--- config.mk ---
export PLATFORM = sky130hd
export DESIGN_NAME = davi_top
export DESIGN_NICKNAME = d
export VERILOG_FILES = /design/src/verilog/davi_pkg.sv /design/src/verilog/davi_top.sv /design/src/verilog/davi_trap_integ.sv
export SDC_FILE = /design/constraint.sdc
export NUM_CORES = 1
export LEC_CHECK = 0
export BUFFER_PORTS_ARGS = -buffer_cell sky130_fd_sc_hd__buf_2
export CELL_PAD_IN_SITES_DETAIL_PLACEMENT = 0
export CELL_PAD_IN_SITES_GLOBAL_PLACEMENT = 2
export CORE_MARGIN = 2
export CORE_UTILIZATION = 39
export DETAILED_ROUTE_END_ITERATION = 10
export PLACE_DENSITY = 0.85
export SLEW_MARGIN = 10
export SYNTH_ARGS = -nofsm -noshare
export SYNTH_HDL_FRONTEND = slang
export SYNTH_SLANG_ARGS = --single-unit
export TNS_END_PERCENT = 100
--- constraint.sdc ---
create_clock -name clk_i -period 13.3 [get_ports clk_i]
set_input_delay 0.665 -clock clk_i [delete_from_list [all_inputs] [get_ports clk_i]]
set_output_delay 0.665 -clock clk_i [all_outputs]
set_load 0.02 [all_outputs]
--- src/verilog/davi_pkg.sv ---
// Overview of operation
// - delta velocity sums adjacent sample pairs over the span, scaled by 1/(2*fs)
// - each span holds decimation_setting plus one samples
// - internal sample clock gives a nominal 2000 SPS integration rate
// - each axis result is one 32-bit two's-complement value in two words
// - z angle low word is read-only, holds the extra resolution bits
// - z angle high word is two's complement, LSB = 2160 deg / 2^15
// - z angle pair at 0x2C..0x2F, read-only, no default, no flash
// - 32-bit angle code 1 = 2160/2^31 deg, 0x80000000 = -2160 deg
// - x velocity high word two's complement, LSB = 400 m/s / 2^15
// - x velocity low word read-only, holds the extra resolution bits
// - x velocity pair at 0x30..0x33, low first, read-only
// - y velocity pair at 0x34..0x37, low first, same scale, read-only
// - delta angle uses the same trapezoid sum on angular rate samples
package davi_pkg;

  // ----------------------------------------------------------------
  // timing
  // ----------------------------------------------------------------
  localparam int unsigned CLK_PERIOD_NS    = 10;
  localparam int unsigned SAMPLE_RATE_SPS  = 2000;
  localparam int unsigned SAMPLE_PERIOD_NS = 1_000_000_000 / SAMPLE_RATE_SPS;
  localparam int unsigned SAMPLE_DIV_CYC   = SAMPLE_PERIOD_NS / CLK_PERIOD_NS;

  // ----------------------------------------------------------------
  // register map: printed offsets are indexes, byte address = 4 * index
  // ----------------------------------------------------------------
  localparam int ADDR_W = 10;
  localparam logic [7:0] IDX_Z_ANG_LOW  = 8'h2C;
  localparam logic [7:0] IDX_Z_ANG_HIGH = 8'h2E;
  localparam logic [7:0] IDX_X_VEL_LOW  = 8'h30;
  localparam logic [7:0] IDX_X_VEL_HIGH = 8'h32;
  localparam logic [7:0] IDX_Y_VEL_LOW  = 8'h34;
  localparam logic [7:0] IDX_Y_VEL_HIGH = 8'h36;
  localparam logic [7:0] IDX_DEC_SET    = 8'h50;
  localparam logic [7:0] IDX_CTRL       = 8'h51;
  localparam logic [7:0] IDX_STATUS     = 8'h52;
  localparam logic [7:0] IDX_UPD_CNT    = 8'h53;

  localparam int CTRL_INT_CLK_BIT = 0;
  localparam int STATUS_SAT_LSB   = 0;
  localparam logic [15:0] DEC_SET_RESET = 16'h0000;
  localparam logic        CTRL_INT_CLK_RESET = 1'b1;

  localparam int ACC_W  = 40;
  localparam int PROD_W = ACC_W + 16;

  // ----------------------------------------------------------------
  // carriers
  // ----------------------------------------------------------------
  typedef struct packed {
    logic              psel;
    logic              penable;
    logic              pwrite;
    logic [ADDR_W-1:0] paddr;
    logic [31:0]       pwdata;
  } davi_apb_req_s;

  typedef struct packed {
    logic        valid;
    logic [15:0] z_rate;
    logic [15:0] x_accel;
    logic [15:0] y_accel;
  } davi_sample_s;

  function automatic logic [ADDR_W-1:0] davi_addr(input logic [7:0] idx);
    davi_addr = {idx, 2'b00};
  endfunction

  // clamps the scaled sum into the 32-bit output code range
  function automatic logic [31:0] davi_sat32(input logic signed [PROD_W-1:0] v);
    if (v > $signed({{(PROD_W-32){1'b0}}, 32'h7FFFFFFF}))
      davi_sat32 = 32'h7FFFFFFF;
    else if (v < $signed({{(PROD_W-32){1'b1}}, 32'h80000000}))
      davi_sat32 = 32'h80000000;
    else
      davi_sat32 = v[31:0];
  endfunction

endpackage

--- src/verilog/davi_top.sv ---
`timescale 1ns/1ps
module davi_top
  import davi_pkg::*;
#(
  parameter int unsigned SAMPLE_DIV = SAMPLE_DIV_CYC,
  parameter int          ANG_GAIN   = 1,
  parameter int          ANG_SHIFT  = 0,
  parameter int          VEL_GAIN   = 1,
  parameter int          VEL_SHIFT  = 0
) (
  input  wire logic          clk_i,
  input  wire logic          rst_i,
  input  wire davi_apb_req_s apb_i,
  input  wire davi_sample_s  sample_i,
  output logic        [31:0] prdata_o,
  output logic               pready_o,
  output logic               pslverr_o,
  output logic               update_o
);

  localparam int TICK_W = $clog2(SAMPLE_DIV + 1);
  localparam logic [TICK_W-1:0] TICK_LAST = TICK_W'(SAMPLE_DIV - 1);

  // ----------------------------------------------------------------
  // software state
  // ----------------------------------------------------------------
  logic [15:0] dec_set_r;
  logic        int_clk_r;
  logic [2:0]  sat_r;
  logic [15:0] upd_cnt_r;

  // ----------------------------------------------------------------
  // sample pacing
  // ----------------------------------------------------------------
  logic [TICK_W-1:0] tick_cnt_r;
  logic              tick;
  logic              take;

  assign tick = (tick_cnt_r == TICK_LAST);
  // internal clock picks up the sensor words every sample period
  assign take = int_clk_r ? tick : sample_i.valid;

  always_ff @(posedge clk_i or posedge rst_i) begin
    if (rst_i) begin
      tick_cnt_r <= '0;
    end else if (!int_clk_r || tick) begin
      tick_cnt_r <= '0;
    end else begin
      tick_cnt_r <= tick_cnt_r + TICK_W'(1);
    end
  end

  // ----------------------------------------------------------------
  // decimation span
  // ----------------------------------------------------------------
  logic [15:0] span_cnt_r;
  logic [15:0] span_len_r;
  logic        span_end;

  // a new setting only takes hold at a span boundary, so no span is torn
  assign span_end = (span_cnt_r == span_len_r);

  always_ff @(posedge clk_i or posedge rst_i) begin
    if (rst_i) begin
      span_cnt_r <= 16'h0000;
      span_len_r <= DEC_SET_RESET;
    end else if (take) begin
      if (span_end) begin
        span_cnt_r <= 16'h0000;
        span_len_r <= dec_set_r;
      end else begin
        span_cnt_r <= span_cnt_r + 16'h0001;
      end
    end
  end

  always_ff @(posedge clk_i or posedge rst_i) begin
    if (rst_i) begin
      update_o  <= 1'b0;
      upd_cnt_r <= 16'h0000;
    end else begin
      update_o <= take && span_end;
      if (take && span_end) begin
        upd_cnt_r <= upd_cnt_r + 16'h0001;
      end
    end
  end

  // ----------------------------------------------------------------
  // integrators
  // ----------------------------------------------------------------
  logic [31:0] z_ang;
  logic [31:0] x_vel;
  logic [31:0] y_vel;
  logic [2:0]  sat_hit;

  davi_trap_integ #(
    .GAIN  (ANG_GAIN),
    .SHIFT (ANG_SHIFT)
  ) u_z_ang (
    .clk_i      (clk_i),
    .rst_i      (rst_i),
    .take_i     (take),
    .span_end_i (span_end),
    .sample_i   (sample_i.z_rate),
    .result_o   (z_ang),
    .sat_o      (sat_hit[0])
  );

  davi_trap_integ #(
    .GAIN  (VEL_GAIN),
    .SHIFT (VEL_SHIFT)
  ) u_x_vel (
    .clk_i      (clk_i),
    .rst_i      (rst_i),
    .take_i     (take),
    .span_end_i (span_end),
    .sample_i   (sample_i.x_accel),
    .result_o   (x_vel),
    .sat_o      (sat_hit[1])
  );

  davi_trap_integ #(
    .GAIN  (VEL_GAIN),
    .SHIFT (VEL_SHIFT)
  ) u_y_vel (
    .clk_i      (clk_i),
    .rst_i      (rst_i),
    .take_i     (take),
    .span_end_i (span_end),
    .sample_i   (sample_i.y_accel),
    .result_o   (y_vel),
    .sat_o      (sat_hit[2])
  );

  // ----------------------------------------------------------------
  // apb decode
  // ----------------------------------------------------------------
  logic        access;
  logic        commit;
  logic [31:0] rd_data;
  logic        rd_ok;
  logic        wr_ok;

  assign access = apb_i.psel && apb_i.penable;
  assign commit = access && pready_o && apb_i.pwrite && wr_ok;

  always_comb begin
    rd_data = 32'h00000000;
    rd_ok   = 1'b1;
    wr_ok   = 1'b0;
    unique case (apb_i.paddr)
      davi_addr(IDX_Z_ANG_LOW): begin
        rd_data = {16'h0000, z_ang[15:0]};
      end
      davi_addr(IDX_Z_ANG_HIGH): begin
        rd_data = {16'h0000, z_ang[31:16]};
      end
      davi_addr(IDX_X_VEL_LOW): begin
        rd_data = {16'h0000, x_vel[15:0]};
      end
      davi_addr(IDX_X_VEL_HIGH): begin
        rd_data = {16'h0000, x_vel[31:16]};
      end
      davi_addr(IDX_Y_VEL_LOW): begin
        rd_data = {16'h0000, y_vel[15:0]};
      end
      davi_addr(IDX_Y_VEL_HIGH): begin
        rd_data = {16'h0000, y_vel[31:16]};
      end
      davi_addr(IDX_DEC_SET): begin
        rd_data = {16'h0000, dec_set_r};
        wr_ok   = 1'b1;
      end
      davi_addr(IDX_CTRL): begin
        rd_data = {31'h00000000, int_clk_r};
        wr_ok   = 1'b1;
      end
      davi_addr(IDX_STATUS): begin
        rd_data = {29'h00000000, sat_r};
        wr_ok   = 1'b1;
      end
      davi_addr(IDX_UPD_CNT): begin
        rd_data = {16'h0000, upd_cnt_r};
      end
      default: begin
        rd_ok = 1'b0;
      end
    endcase
  end

  // ----------------------------------------------------------------
  // apb answer: one wait state, then pready for one cycle
  // ----------------------------------------------------------------
  always_ff @(posedge clk_i or posedge rst_i) begin
    if (rst_i) begin
      pready_o  <= 1'b0;
      pslverr_o <= 1'b0;
      prdata_o  <= 32'h00000000;
    end else if (access && !pready_o) begin
      pready_o  <= 1'b1;
      // result words are read-only: a write to them is answered with an error
      pslverr_o <= apb_i.pwrite ? !wr_ok : !rd_ok;
      prdata_o  <= apb_i.pwrite ? 32'h00000000 : rd_data;
    end else begin
      pready_o  <= 1'b0;
      pslverr_o <= 1'b0;
    end
  end

  // ----------------------------------------------------------------
  // writable registers
  // ----------------------------------------------------------------
  always_ff @(posedge clk_i or posedge rst_i) begin
    if (rst_i) begin
      dec_set_r <= DEC_SET_RESET;
    end else if (commit && apb_i.paddr == davi_addr(IDX_DEC_SET)) begin
      dec_set_r <= apb_i.pwdata[15:0];
    end
  end

  always_ff @(posedge clk_i or posedge rst_i) begin
    if (rst_i) begin
      int_clk_r <= CTRL_INT_CLK_RESET;
    end else if (commit && apb_i.paddr == davi_addr(IDX_CTRL)) begin
      int_clk_r <= apb_i.pwdata[CTRL_INT_CLK_BIT];
    end
  end

  // sticky saturation flags, write one to clear; a new hit beats the clear
  logic [2:0] sat_clr;

  assign sat_clr = (commit && apb_i.paddr == davi_addr(IDX_STATUS)) ?
                   apb_i.pwdata[STATUS_SAT_LSB +: 3] : 3'h0;

  always_ff @(posedge clk_i or posedge rst_i) begin
    if (rst_i) begin
      sat_r <= 3'h0;
    end else begin
      sat_r <= (sat_r & ~sat_clr) | sat_hit;
    end
  end

endmodule // davi_top

--- src/verilog/davi_trap_integ.sv ---
`timescale 1ns/1ps
module davi_trap_integ
  import davi_pkg::*;
#(
  parameter int GAIN  = 1,
  parameter int SHIFT = 0
) (
  input  wire logic        clk_i,
  input  wire logic        rst_i,
  input  wire logic        take_i,
  input  wire logic        span_end_i,
  input  wire logic [15:0] sample_i,
  output logic      [31:0] result_o,
  output logic             sat_o
);

  // ----------------------------------------------------------------
  // trapezoid sum
  // ----------------------------------------------------------------
  logic signed [15:0]       prev_r;
  logic                     primed_r;
  logic signed [ACC_W-1:0]  acc_r;
  logic signed [16:0]       pair;
  logic signed [ACC_W-1:0]  acc_nxt;
  logic signed [PROD_W-1:0] scaled;
  logic signed [15:0]       gain_c;

  assign gain_c = 16'(GAIN);
  // first sample after reset pairs with itself, avoiding a step from zero
  assign pair = $signed({sample_i[15], sample_i}) +
                (primed_r ? $signed({prev_r[15], prev_r}) : $signed({sample_i[15], sample_i}));
  assign acc_nxt = acc_r + ACC_W'(pair);
  // gain and shift carry the 1/(2*fs) factor into the output code
  assign scaled = (PROD_W'(acc_nxt) * PROD_W'(gain_c)) >>> SHIFT;

  always_ff @(posedge clk_i or posedge rst_i) begin
    if (rst_i) begin
      prev_r   <= 16'sh0000;
      primed_r <= 1'b0;
    end else if (take_i) begin
      prev_r   <= sample_i;
      primed_r <= 1'b1;
    end
  end

  always_ff @(posedge clk_i or posedge rst_i) begin
    if (rst_i) begin
      acc_r <= '0;
    end else if (take_i) begin
      acc_r <= span_end_i ? '0 : acc_nxt;
    end
  end

  // ----------------------------------------------------------------
  // result, both halves from one register
  // ----------------------------------------------------------------
  always_ff @(posedge clk_i or posedge rst_i) begin
    if (rst_i) begin
      result_o <= 32'h00000000;
      sat_o    <= 1'b0;
    end else begin
      sat_o <= 1'b0;
      if (take_i && span_end_i) begin
        result_o <= davi_sat32(scaled);
        sat_o    <= (davi_sat32(scaled) != scaled[31:0]);
      end
    end
  end

endmodule // davi_trap_integ
# --- Word level (Yosys, flattened, before mapping) ---
# Index checks and enable logic that the tools add are counted.
word_totals:
  reg_bits: 387
  input_bits: 96
  output_inout_bits: 35
  elab_cells: 103
classes:
  add_sub_neg: 9
  magnitude_cmp: 6
  eq_ne: 15
  mux: 29
  bitwise: 3
  reduce_logical: 17
op_table:
  columns: ["op", "count"]
  rows:
  - ["$mux 32", 10]
  - ["$pmux 16 s10", 1]
  - ["$add 40x17->40", 3]
  - ["$gt 40x32->1 const B", 3]
  - ["$lt 40x32->1 const B", 3]
  - ["$mux 40", 3]
  - ["$ne 32x32->1", 3]
  - ["$eq 10x8->1 const B", 6]
  - ["$add 16x17->17", 3]
  - ["$mux 17", 3]
  - ["$add 16x1->16 const B", 3]
  - ["$eq 10x9->1 const B", 4]
  - ["$mux 16", 2]
  - ["$eq 16x16->1", 1]
  - ["$eq 16x16->1 const B", 1]
  - ["$reduce_or 10->1", 1]
  - ["$logic_and 1x1->1", 9]
  - ["$mux 1", 9]
  - ["$logic_not 1->1", 4]
  - ["$and 3x3->3", 1]
  - ["$mux 3", 1]
  - ["$not 3->3", 1]
  - ["$or 3x3->3", 1]
  - ["$reduce_or 3->1", 1]
  - ["2 further kinds", 2]

# --- Longest topological paths before layout ---
# Gate-level depths: netlist of run 1.
logic_depth:
  ltp_word: 9
  mapped_depth: 31
  mapped_depth_nobuf: 27

# --- By module ---
# From an unflattened synthesis of run 1, not the netlist that was laid out.
hier_totals:
  hier_cells: 3209
  area_unflattened_um2: 28283.4
by_module_without_submodules:
  columns: ["module", "n_inst", "cells_each", "area_each_um2", "seq_area_each_um2"]
  rows:
  - ["davi_trap_integ (u_x_vel ...)", 2, 902, 7616.1, 2252.2]
  - ["davi_trap_integ (u_z_ang)", 1, 806, 6993.0, 2252.2]
  - ["davi_top", 1, 599, 6058.3, 2578.7]

# --- Worst setup path after synthesis of run 1 ---
# Ideal clock, no wire load.
synth_path:
  path_kind: "reg2reg"
  from: "register u_z_ang.primed_r (netlist name)"
  to: "register u_x_vel.result_o[6]"
  setup_time_ns: 0.127
  arrival_ns: 6.797
  slack_ns: 6.377
  path_stages_with_launch: 29
  path_buffers: 5
  period_less_slack_ns: 6.923
  cell_sequence: "dfrtp_1 clkbuf_1 clkbuf_1 mux2_2 ha_1 inv_1 fa_1 nor2b_1 o31a_1 nor4_1 o211ai_1 nand2_1 o21ai_0 o22ai_1 ha_1 clkbuf_1 a21oi_1 o21ai_0 a21oi_1 nor2_1 o31ai_1 nor2b_1 o311ai_4 xor2_1 o41ai_2 and2_1 buf_6 buf_6 a221o_2"
synth_lines:
  columns: ["item", "line", "rtl"]
  rows:
  - ["end signal: assignment", "davi_trap_integ.sv:64", "result_o <= davi_sat32(scaled);"]
  - ["end: declaration", "davi_trap_integ.sv:13", "output logic [31:0] result_o,"]

==> qor.yml, run 1 <==
run_status:
  status: "complete, no violations"
layout:
  nets: 3225
  n_antenna_cell: 0
  areaGrowthSynthToFinish_pct: 10.9
  nFillCells: 6504
  fin_cells: 3836
  post_route_cells_drive_above_1_share: 0.106
  final_common_cell: "nand2_1"
  layout_common_cells: "452 x nand2_1, 369 x dfrtp_1, 220 x o21ai_0, 198 x a21oi_1, 179 x nor2_1"
timing:
  setup_viol: 0
  tightest_slew_ns: 1.13
  skew_ns: 0.0183
  finalSetupTns_ns: 0
  hold_viol_final: 0
  rsz0062_at_grt: "no"
  period_share: 0.595
  period_needed_ns: 7.92
  slew_viol_final: 0
  relSlewSlack: 0.245
  fmax_ghz: 0.126
cts:
  cts_root_buffer: "clkbuf_16"
  cts_buffers: 45
  cts_htree_levels: 2
  cts_tree: "done"
  clock_sinks: 371
  path_clk_slew_ns: 0.06
  cts_buffer_depth: 3
  cts_resized: 0
  insertion_delay_ns: 0.58
  ctsHoldBuffers: 0
  post_cts.repair.setup_buffers: 0
critical_path:
  path_class: "reg -> reg"
  r2r_setup_slack_ns: 5.38
  path_max_fanout: 52
  cp.arrival_ns: 8.39
  crit_required_ns: 13.77
  critical_path.startpoint: "u_z_ang.primed_r$_DFFE_PP0P_"
  end_kind: "flip-flop"
  worstReg2RegStart: "u_z_ang.primed_r$_DFFE_PP0P_"
  start_kind: "flip-flop"
synth:
  async_flop_share: 1.00
  syn_inst: 2921
  synth_top_flop_cell: "dfrtp_1"
  synth_enable_flop_cells: 0
  ys_warn_count: 0
  avgSynthCellArea_sq_um: 8.77
  yosys.cell_types.count: 101
  yosysSeqAreaShare: 0.362
  ys_seq_elements: 371
  syn_area_sq_um: 25600
route:
  drtIter0Drc: 1742
  routed_wirelength_mm: 76.7
  ant_nets: 0
  first_pass_iters: 6
  avgRoutedWirePerCell_um: 20.0
  drc: 0
  via_per_inst: 5.77
  via_count: 22146
pwr:
  switching_share: 0.429
  intPower_mw: 3.10
  ir_drop_v: 0.0000886
  p_switching_mw: 2.33
  power_frac_comb: 0.446
  seq_power_share: 0.302
  p_leak_nw: 13.0
  pwr-share-clk: 0.252
  powerDensity_nw_per_um2: 191
global_routing:
  grt_pass1_vias: 21604
  antenna_found_initial: 1
  grt_remaining_overflow: 0
  grt_usage: 0.226
  grt_max_degree: 174
  grt_pass1_wl_mm: 123
die:
  rows: 93
  dieArea_sq_um: 67800
  ios: 131
  core_sq_um: 64700
  die_w_um: 260
  start_util: 0.396
  die_h_um: 260
flow_run:
  drv_cap: 0
placed_design:
  numPortBuffers: 98
  hpwl_mm: 55.2
  place_inst: 3754
  gp_congestion: 0.911
min_path:
  hold_class: "in -> async"
==> power by group through the flow <==
stage / logic (mW) / clock network [mW] / registers (mW)
after detailed placement: 2.41 / 0 / 1.65
final: 2.42 / 1.37 / 1.64
after floorplan: 1.80 / 0 / 1.55
after global placement: 2.37 / 0 / 1.65
after CTS: 2.42 / 1.40 / 1.63
after global routing: 2.69 / 1.45 / 1.66
==> kinds of logic (layout without fill, tap and decap cells) <==
group,count (synthesis),count (layout),synth area share
simple gates,979,979,0.177
compound gates,884,884,0.230
flops,371,371,0.362
buf+inv,237,282,0.0412
xor+xnor,197,197,0.0674
fa+ha+maj,183,183,0.0911
mux,69,69,0.0305
other cells,1,16,0.000146
==> state kept, by name, indices dropped and copies added, names as in the netlist, 3 cells and up <==
name,flops
u_y_vel.prev_r,16
u_y_vel.result_o,32
u_z_ang.prev_r,16
upd_cnt_r,16
u_z_ang.result_o,32
u_y_vel.acc_r,40
dec_set_r,16
span_cnt_r,16
u_x_vel.prev_r,16
sat_r,3
prdata_o,16
u_x_vel.result_o,32
span_len_r,16
u_x_vel.acc_r,40
tick_cnt_r,16
u_z_ang.acc_r,40
==> area by class of cell <==
type / instances / area, sq um / share of cell area
clock inverters: 22 / 353 / 0.0124
inverters: 75 / 289 / 0.0102
clock buffers: 60 / 1280 / 0.0452
repair buffers: 125 / 718 / 0.0253
multi-input cells: 2328 / 15400 / 0.542
flip-flops and latches: 371 / 9290 / 0.327
well taps: 855 / 1070 / 0.0376
==> layer usage <==
metal,GRT usage,share of wire,vias to the layer above
li1,-,-,10683
met5,0,0.00012,-
met4,0.0533,0.020,2
met1,0.326,0.48,10847
met2,0.357,0.45,516
met3,0.0318,0.051,98
==> synth_stat cells, drive strengths merged, types with 8 or more instances <==
library cell,n,area [sq um]
xor2,80,701
mux2,62,698
nor4,20,131
a22oi,35,263
a221oi,8,70.1
nand4,65,407
clkbuf,117,470
a21oi,200,1010
o21bai,27,203
nand2b,12,75.1
a221o,31,312
a31oi,28,175
a222oi,14,140
nand2,453,1700
or3,17,108
o311ai,16,165
dfrtp,370,9260
nor3,48,240
or4,12,90.1
o211ai,27,203
a22o,55,483
and2,14,87.6
and3,33,209
a211oi,25,193
nor2,180,676
buf,45,304
a21o,63,473
or2,8,50.1
inv,75,282
and4,10,88.8
xnor2,117,1020
o21ai,235,1180
nor2b,14,95.1
nand3,63,315
ha,177,2210
o21a,41,308
==> path summary, 6_finish.rpt <==
kind / cells past startpoint / to
hold reg to reg: 1 / sat_r[1]$_DFF_PP0_
hold / removal: 2 / u_z_ang.acc_r[18]$_DFFE_PP0P_
max in group asynchronous: 4 / upd_cnt_r[3]$_DFFE_PP0P_
setup / recovery: 25 / u_y_vel.result_o[26]$_DFFE_PP0P_
setup reg to reg: 25 / u_y_vel.result_o[26]$_DFFE_PP0P_
min in group clk_i: 3 / u_x_vel.prev_r[15]$_DFFE_PP0P_
==> metrics by stage <==
step                      hold slack (ns)  total power [mW]  area [sq um]   util  worst slack, ns
after floorplan                     0.404              3.35         25700      -             2.33
after global placement              0.419              4.02         26800  0.414             5.45
after detailed placement            0.421              4.05         26800  0.414             5.45
after CTS                           0.171              5.45         28400  0.439             5.40
after global routing                0.186              5.80         28400  0.439             4.73
final                               0.134              5.43         28400  0.439             5.38
==> critical path, stage by stage, from the launching register on <==
cell and delay (ns):
dfrtp_2 0.33, buf_4 0.57, mux2_2 0.41, ha_1 0.20, inv_1 0.07, fa_1 0.20, nor2b_1 0.06, o21a_1 0.18
o21ai_0 0.36, a211oi_1 0.14, a221oi_1 0.42, a21oi_1 0.20, o2bb2ai_2 0.17, buf_4 0.33, ha_1 0.37, nand4_1 0.22
nor3_1 0.22, inv_1 0.08, or4_1 0.45, and2_1 0.22, a211oi_2 0.52, nand2_1 0.10, nor4_1 0.43, a41oi_2 0.67
and2_1 0.53, o31ai_1 0.29
Power figures use the tool's default switching activity.
==> inputs of run 2 (changes only) <==
Clock period 13.3 ns to 7.7 ns, I/O delays scaled along.
==> qor.yml, run 2 (synthesis gave the netlist of run 1 again) <==
timing:
  slew_viol_final: 0  # unchanged
  fmax_ghz: 0.143  # +13%
  finalSetupTns_ns: 0  # unchanged
  period_share: 0.907  # +0.312
  setup_viol: 0  # unchanged
  period_needed_ns: 6.98  # -0.934 ns
  hold_slack_ns: 0.0301  # -0.103 ns
  relSlewSlack: 0.335  # +0.0900
  tightest_slew_ns: 0.998  # -0.132 ns
  rsz0062_at_grt: "no"
  hold_viol_final: 0  # unchanged
  skew_ns: 0.0288  # +0.0105 ns
route:
  first_pass_iters: 5  # -1
  avgRoutedWirePerCell_um: 19.9  # -0.20%
  via_per_inst: 5.74  # -0.65%
  drtIter0Drc: 1666  # -4.4%
  routed_wirelength_mm: 77.1  # +0.53%
  drc: 0  # unchanged
  via_count: 22163  # +0.077%
  ant_nets: 0  # unchanged
cts:
  cts_root_buffer: "clkbuf_16"
  cts_buffer_depth: 3  # unchanged
  post_cts.repair.setup_buffers: 0  # unchanged
  insertion_delay_ns: 0.59  # about the same
  cts_tree: "done"
  cts_htree_levels: 2  # unchanged
  path_clk_slew_ns: 0.06  # about the same
  cts_resized: 0  # unchanged
  cts_buffers: 46  # +2.2%
  ctsHoldBuffers: 9  # +9
  clock_sinks: 371  # unchanged
pwr:
  seq_power_share: 0.308  # +0.006
  pwr-share-clk: 0.235  # -0.017
  power_mw: 9.22  # +70%
  powerDensity_nw_per_um2: 324  # +69%
  intPower_mw: 5.18  # +67%
  p_switching_mw: 4.04  # +74%
  power_frac_comb: 0.458  # +0.012
  ir_drop_v: 0.000162  # +83%
  p_leak_nw: 13.1  # +0.31%
  switching_share: 0.438  # +0.00961
layout:
  areaGrowthSynthToFinish_pct: 11.2
  final_common_cell: "nand2_1"
  post_route_cells_drive_above_1_share: 0.111  # +0.00436
  largestRegisters: "u_x_vel.acc_r: 40 flops, u_y_vel.acc_r: 40 flops, u_z_ang.acc_r: 40 flops"
  nets: 3252  # +0.84%
  layout_common_cells: "452 x nand2_1, 369 x dfrtp_1, 220 x o21ai_0, 198 x a21oi_1, 179 x nor2_1"
global_routing:
  antenna_found_initial: 1  # unchanged
  grt_remaining_overflow: 0  # unchanged
  grt_pass1_vias: 21774  # +0.79%
  grt_max_degree: 173  # -0.57%
  grt_pass1_wl_mm: 123  # +0.31%
  grt_usage: 0.227  # +0.000792
critical_path:
  path_class: "reg -> reg"
  cpMaxStageDelayCell: "o2bb2ai_2"
  slowest_delay_ns: 0.69  # +0.02 ns
  crit_chain: "buf_4 > mux2_2 > ha_1 > a21o_1 > a21oi_1 > nor2b_1 > or2_2 > a221oi_1 > a21oi_1 > o2bb2ai_2 > ha_1 > nand4_1 > nor3_1 > inv_1 > or4_1 > and2_1 > o211ai_1 > xor2_1 > xnor2_1 > o311ai_4 > buf_4 > a21oi_1 > a2bb2oi_1"
  cp_top_family: "compound AO/OA/AOI/OAI gates"
  cp.arrival_ns: 7.46  # -0.93 ns
  cpMostUsedCell: "a21oi_1"
  start_kind: "flip-flop"
  end_kind: "flip-flop"
  path_buf_inv: 3  # -1
  path_max_fanout: 33  # -37%
  crit_required_ns: 8.18  # -5.59 ns
placed_design:
  numPortBuffers: 98  # unchanged
  hpwl_mm: 56.7  # +2.8%
  gp_congestion: 0.898  # -1.4%
run_status:
  status: "complete, no violations"
die:
  ios: 131  # unchanged
  dieArea_sq_um: 67800  # unchanged
  die_w_um: 260  # unchanged
  start_util: 0.396  # unchanged
  die_h_um: 260  # unchanged
  core_sq_um: 64700  # unchanged
  rows: 93  # unchanged
min_path:
  hold_class: "in -> reg"
flow_run:
  drv_cap: 0  # unchanged
-- run 2: changes by cell type in the layout (fill, tap and decap cells not counted), moves of 3 or more --
cell / delta
clkinvlp_4: +4
clkinv_2: +3
bufinv_16: -6
buf_4: +17
dlygate4sd3_1: +9
-- run 2: path summary, 6_finish.rpt --
kind,from,end,slack [ns],cells after the start
max in group asynchronous,rst_i,u_y_vel.acc_r[2]$_DFFE_PP0P_,5.66,4
min in group asynchronous,rst_i,u_z_ang.acc_r[38]$_DFFE_PP0P_,0.54,3
hold reg to reg,u_x_vel.sat_o$_DFF_PP0_,sat_r[1]$_DFF_PP0_,0.44,1
hold / removal,apb_i[5],dec_set_r[5]$_DFFE_PP0P_,0.03,2
setup reg to reg,u_z_ang.primed_r$_DFFE_PP0P_,u_y_vel.sat_o$_DFF_PP0_,0.72,23
setup / recovery,u_z_ang.primed_r$_DFFE_PP0P_,u_y_vel.sat_o$_DFF_PP0_,0.72,23
-- run 2: power by group through the flow --
stage / logic [mW] / registers (mW) / clock network [mW]
after CTS: 4.22 / 2.83 / 2.22
after global placement: 4.14 / 2.85 / 0
final: 4.22 / 2.84 / 2.17
after floorplan: 3.11 / 2.67 / 0
after detailed placement: 4.20 / 2.85 / 0
after global routing: 4.70 / 2.88 / 2.30
-- run 2: layout make-up --
type	instances	area, sq um
Antenna cell	1	2.50
Clock buffer	60	1260
Clock inverter	23	226
Fill cell	6462	36200
Inverter	75	285
Multi-Input combinational cell	2328	15400
Sequential cell	371	9290
Tap cell	855	1070
Timing Repair Buffer	151	936
-- run 2: stage by stage --
stage               std cells  area, sq um  utilization  worst slack (ns)
global route             3864        28500        0.440             0.126
floorplan                2936        25700            -             0.777
global placement         3771        26900        0.416             0.732
CTS                      3863        28500        0.440             0.651
finish                   3864        28500        0.440             0.718
detailed placement       3771        26900        0.416             0.674
-- run 2: layer usage --
metal  global-route usage  routed length (um)  vias to the layer above  part of all wire
met1                0.321               36700                    10834              0.48
met4               0.0548                1580                        2             0.020
met5              0.00926                  85                        -            0.0011
met3               0.0408                4080                       99             0.053
met2                0.357               34700                      477              0.45
li1                     -                   -                    10751                 -
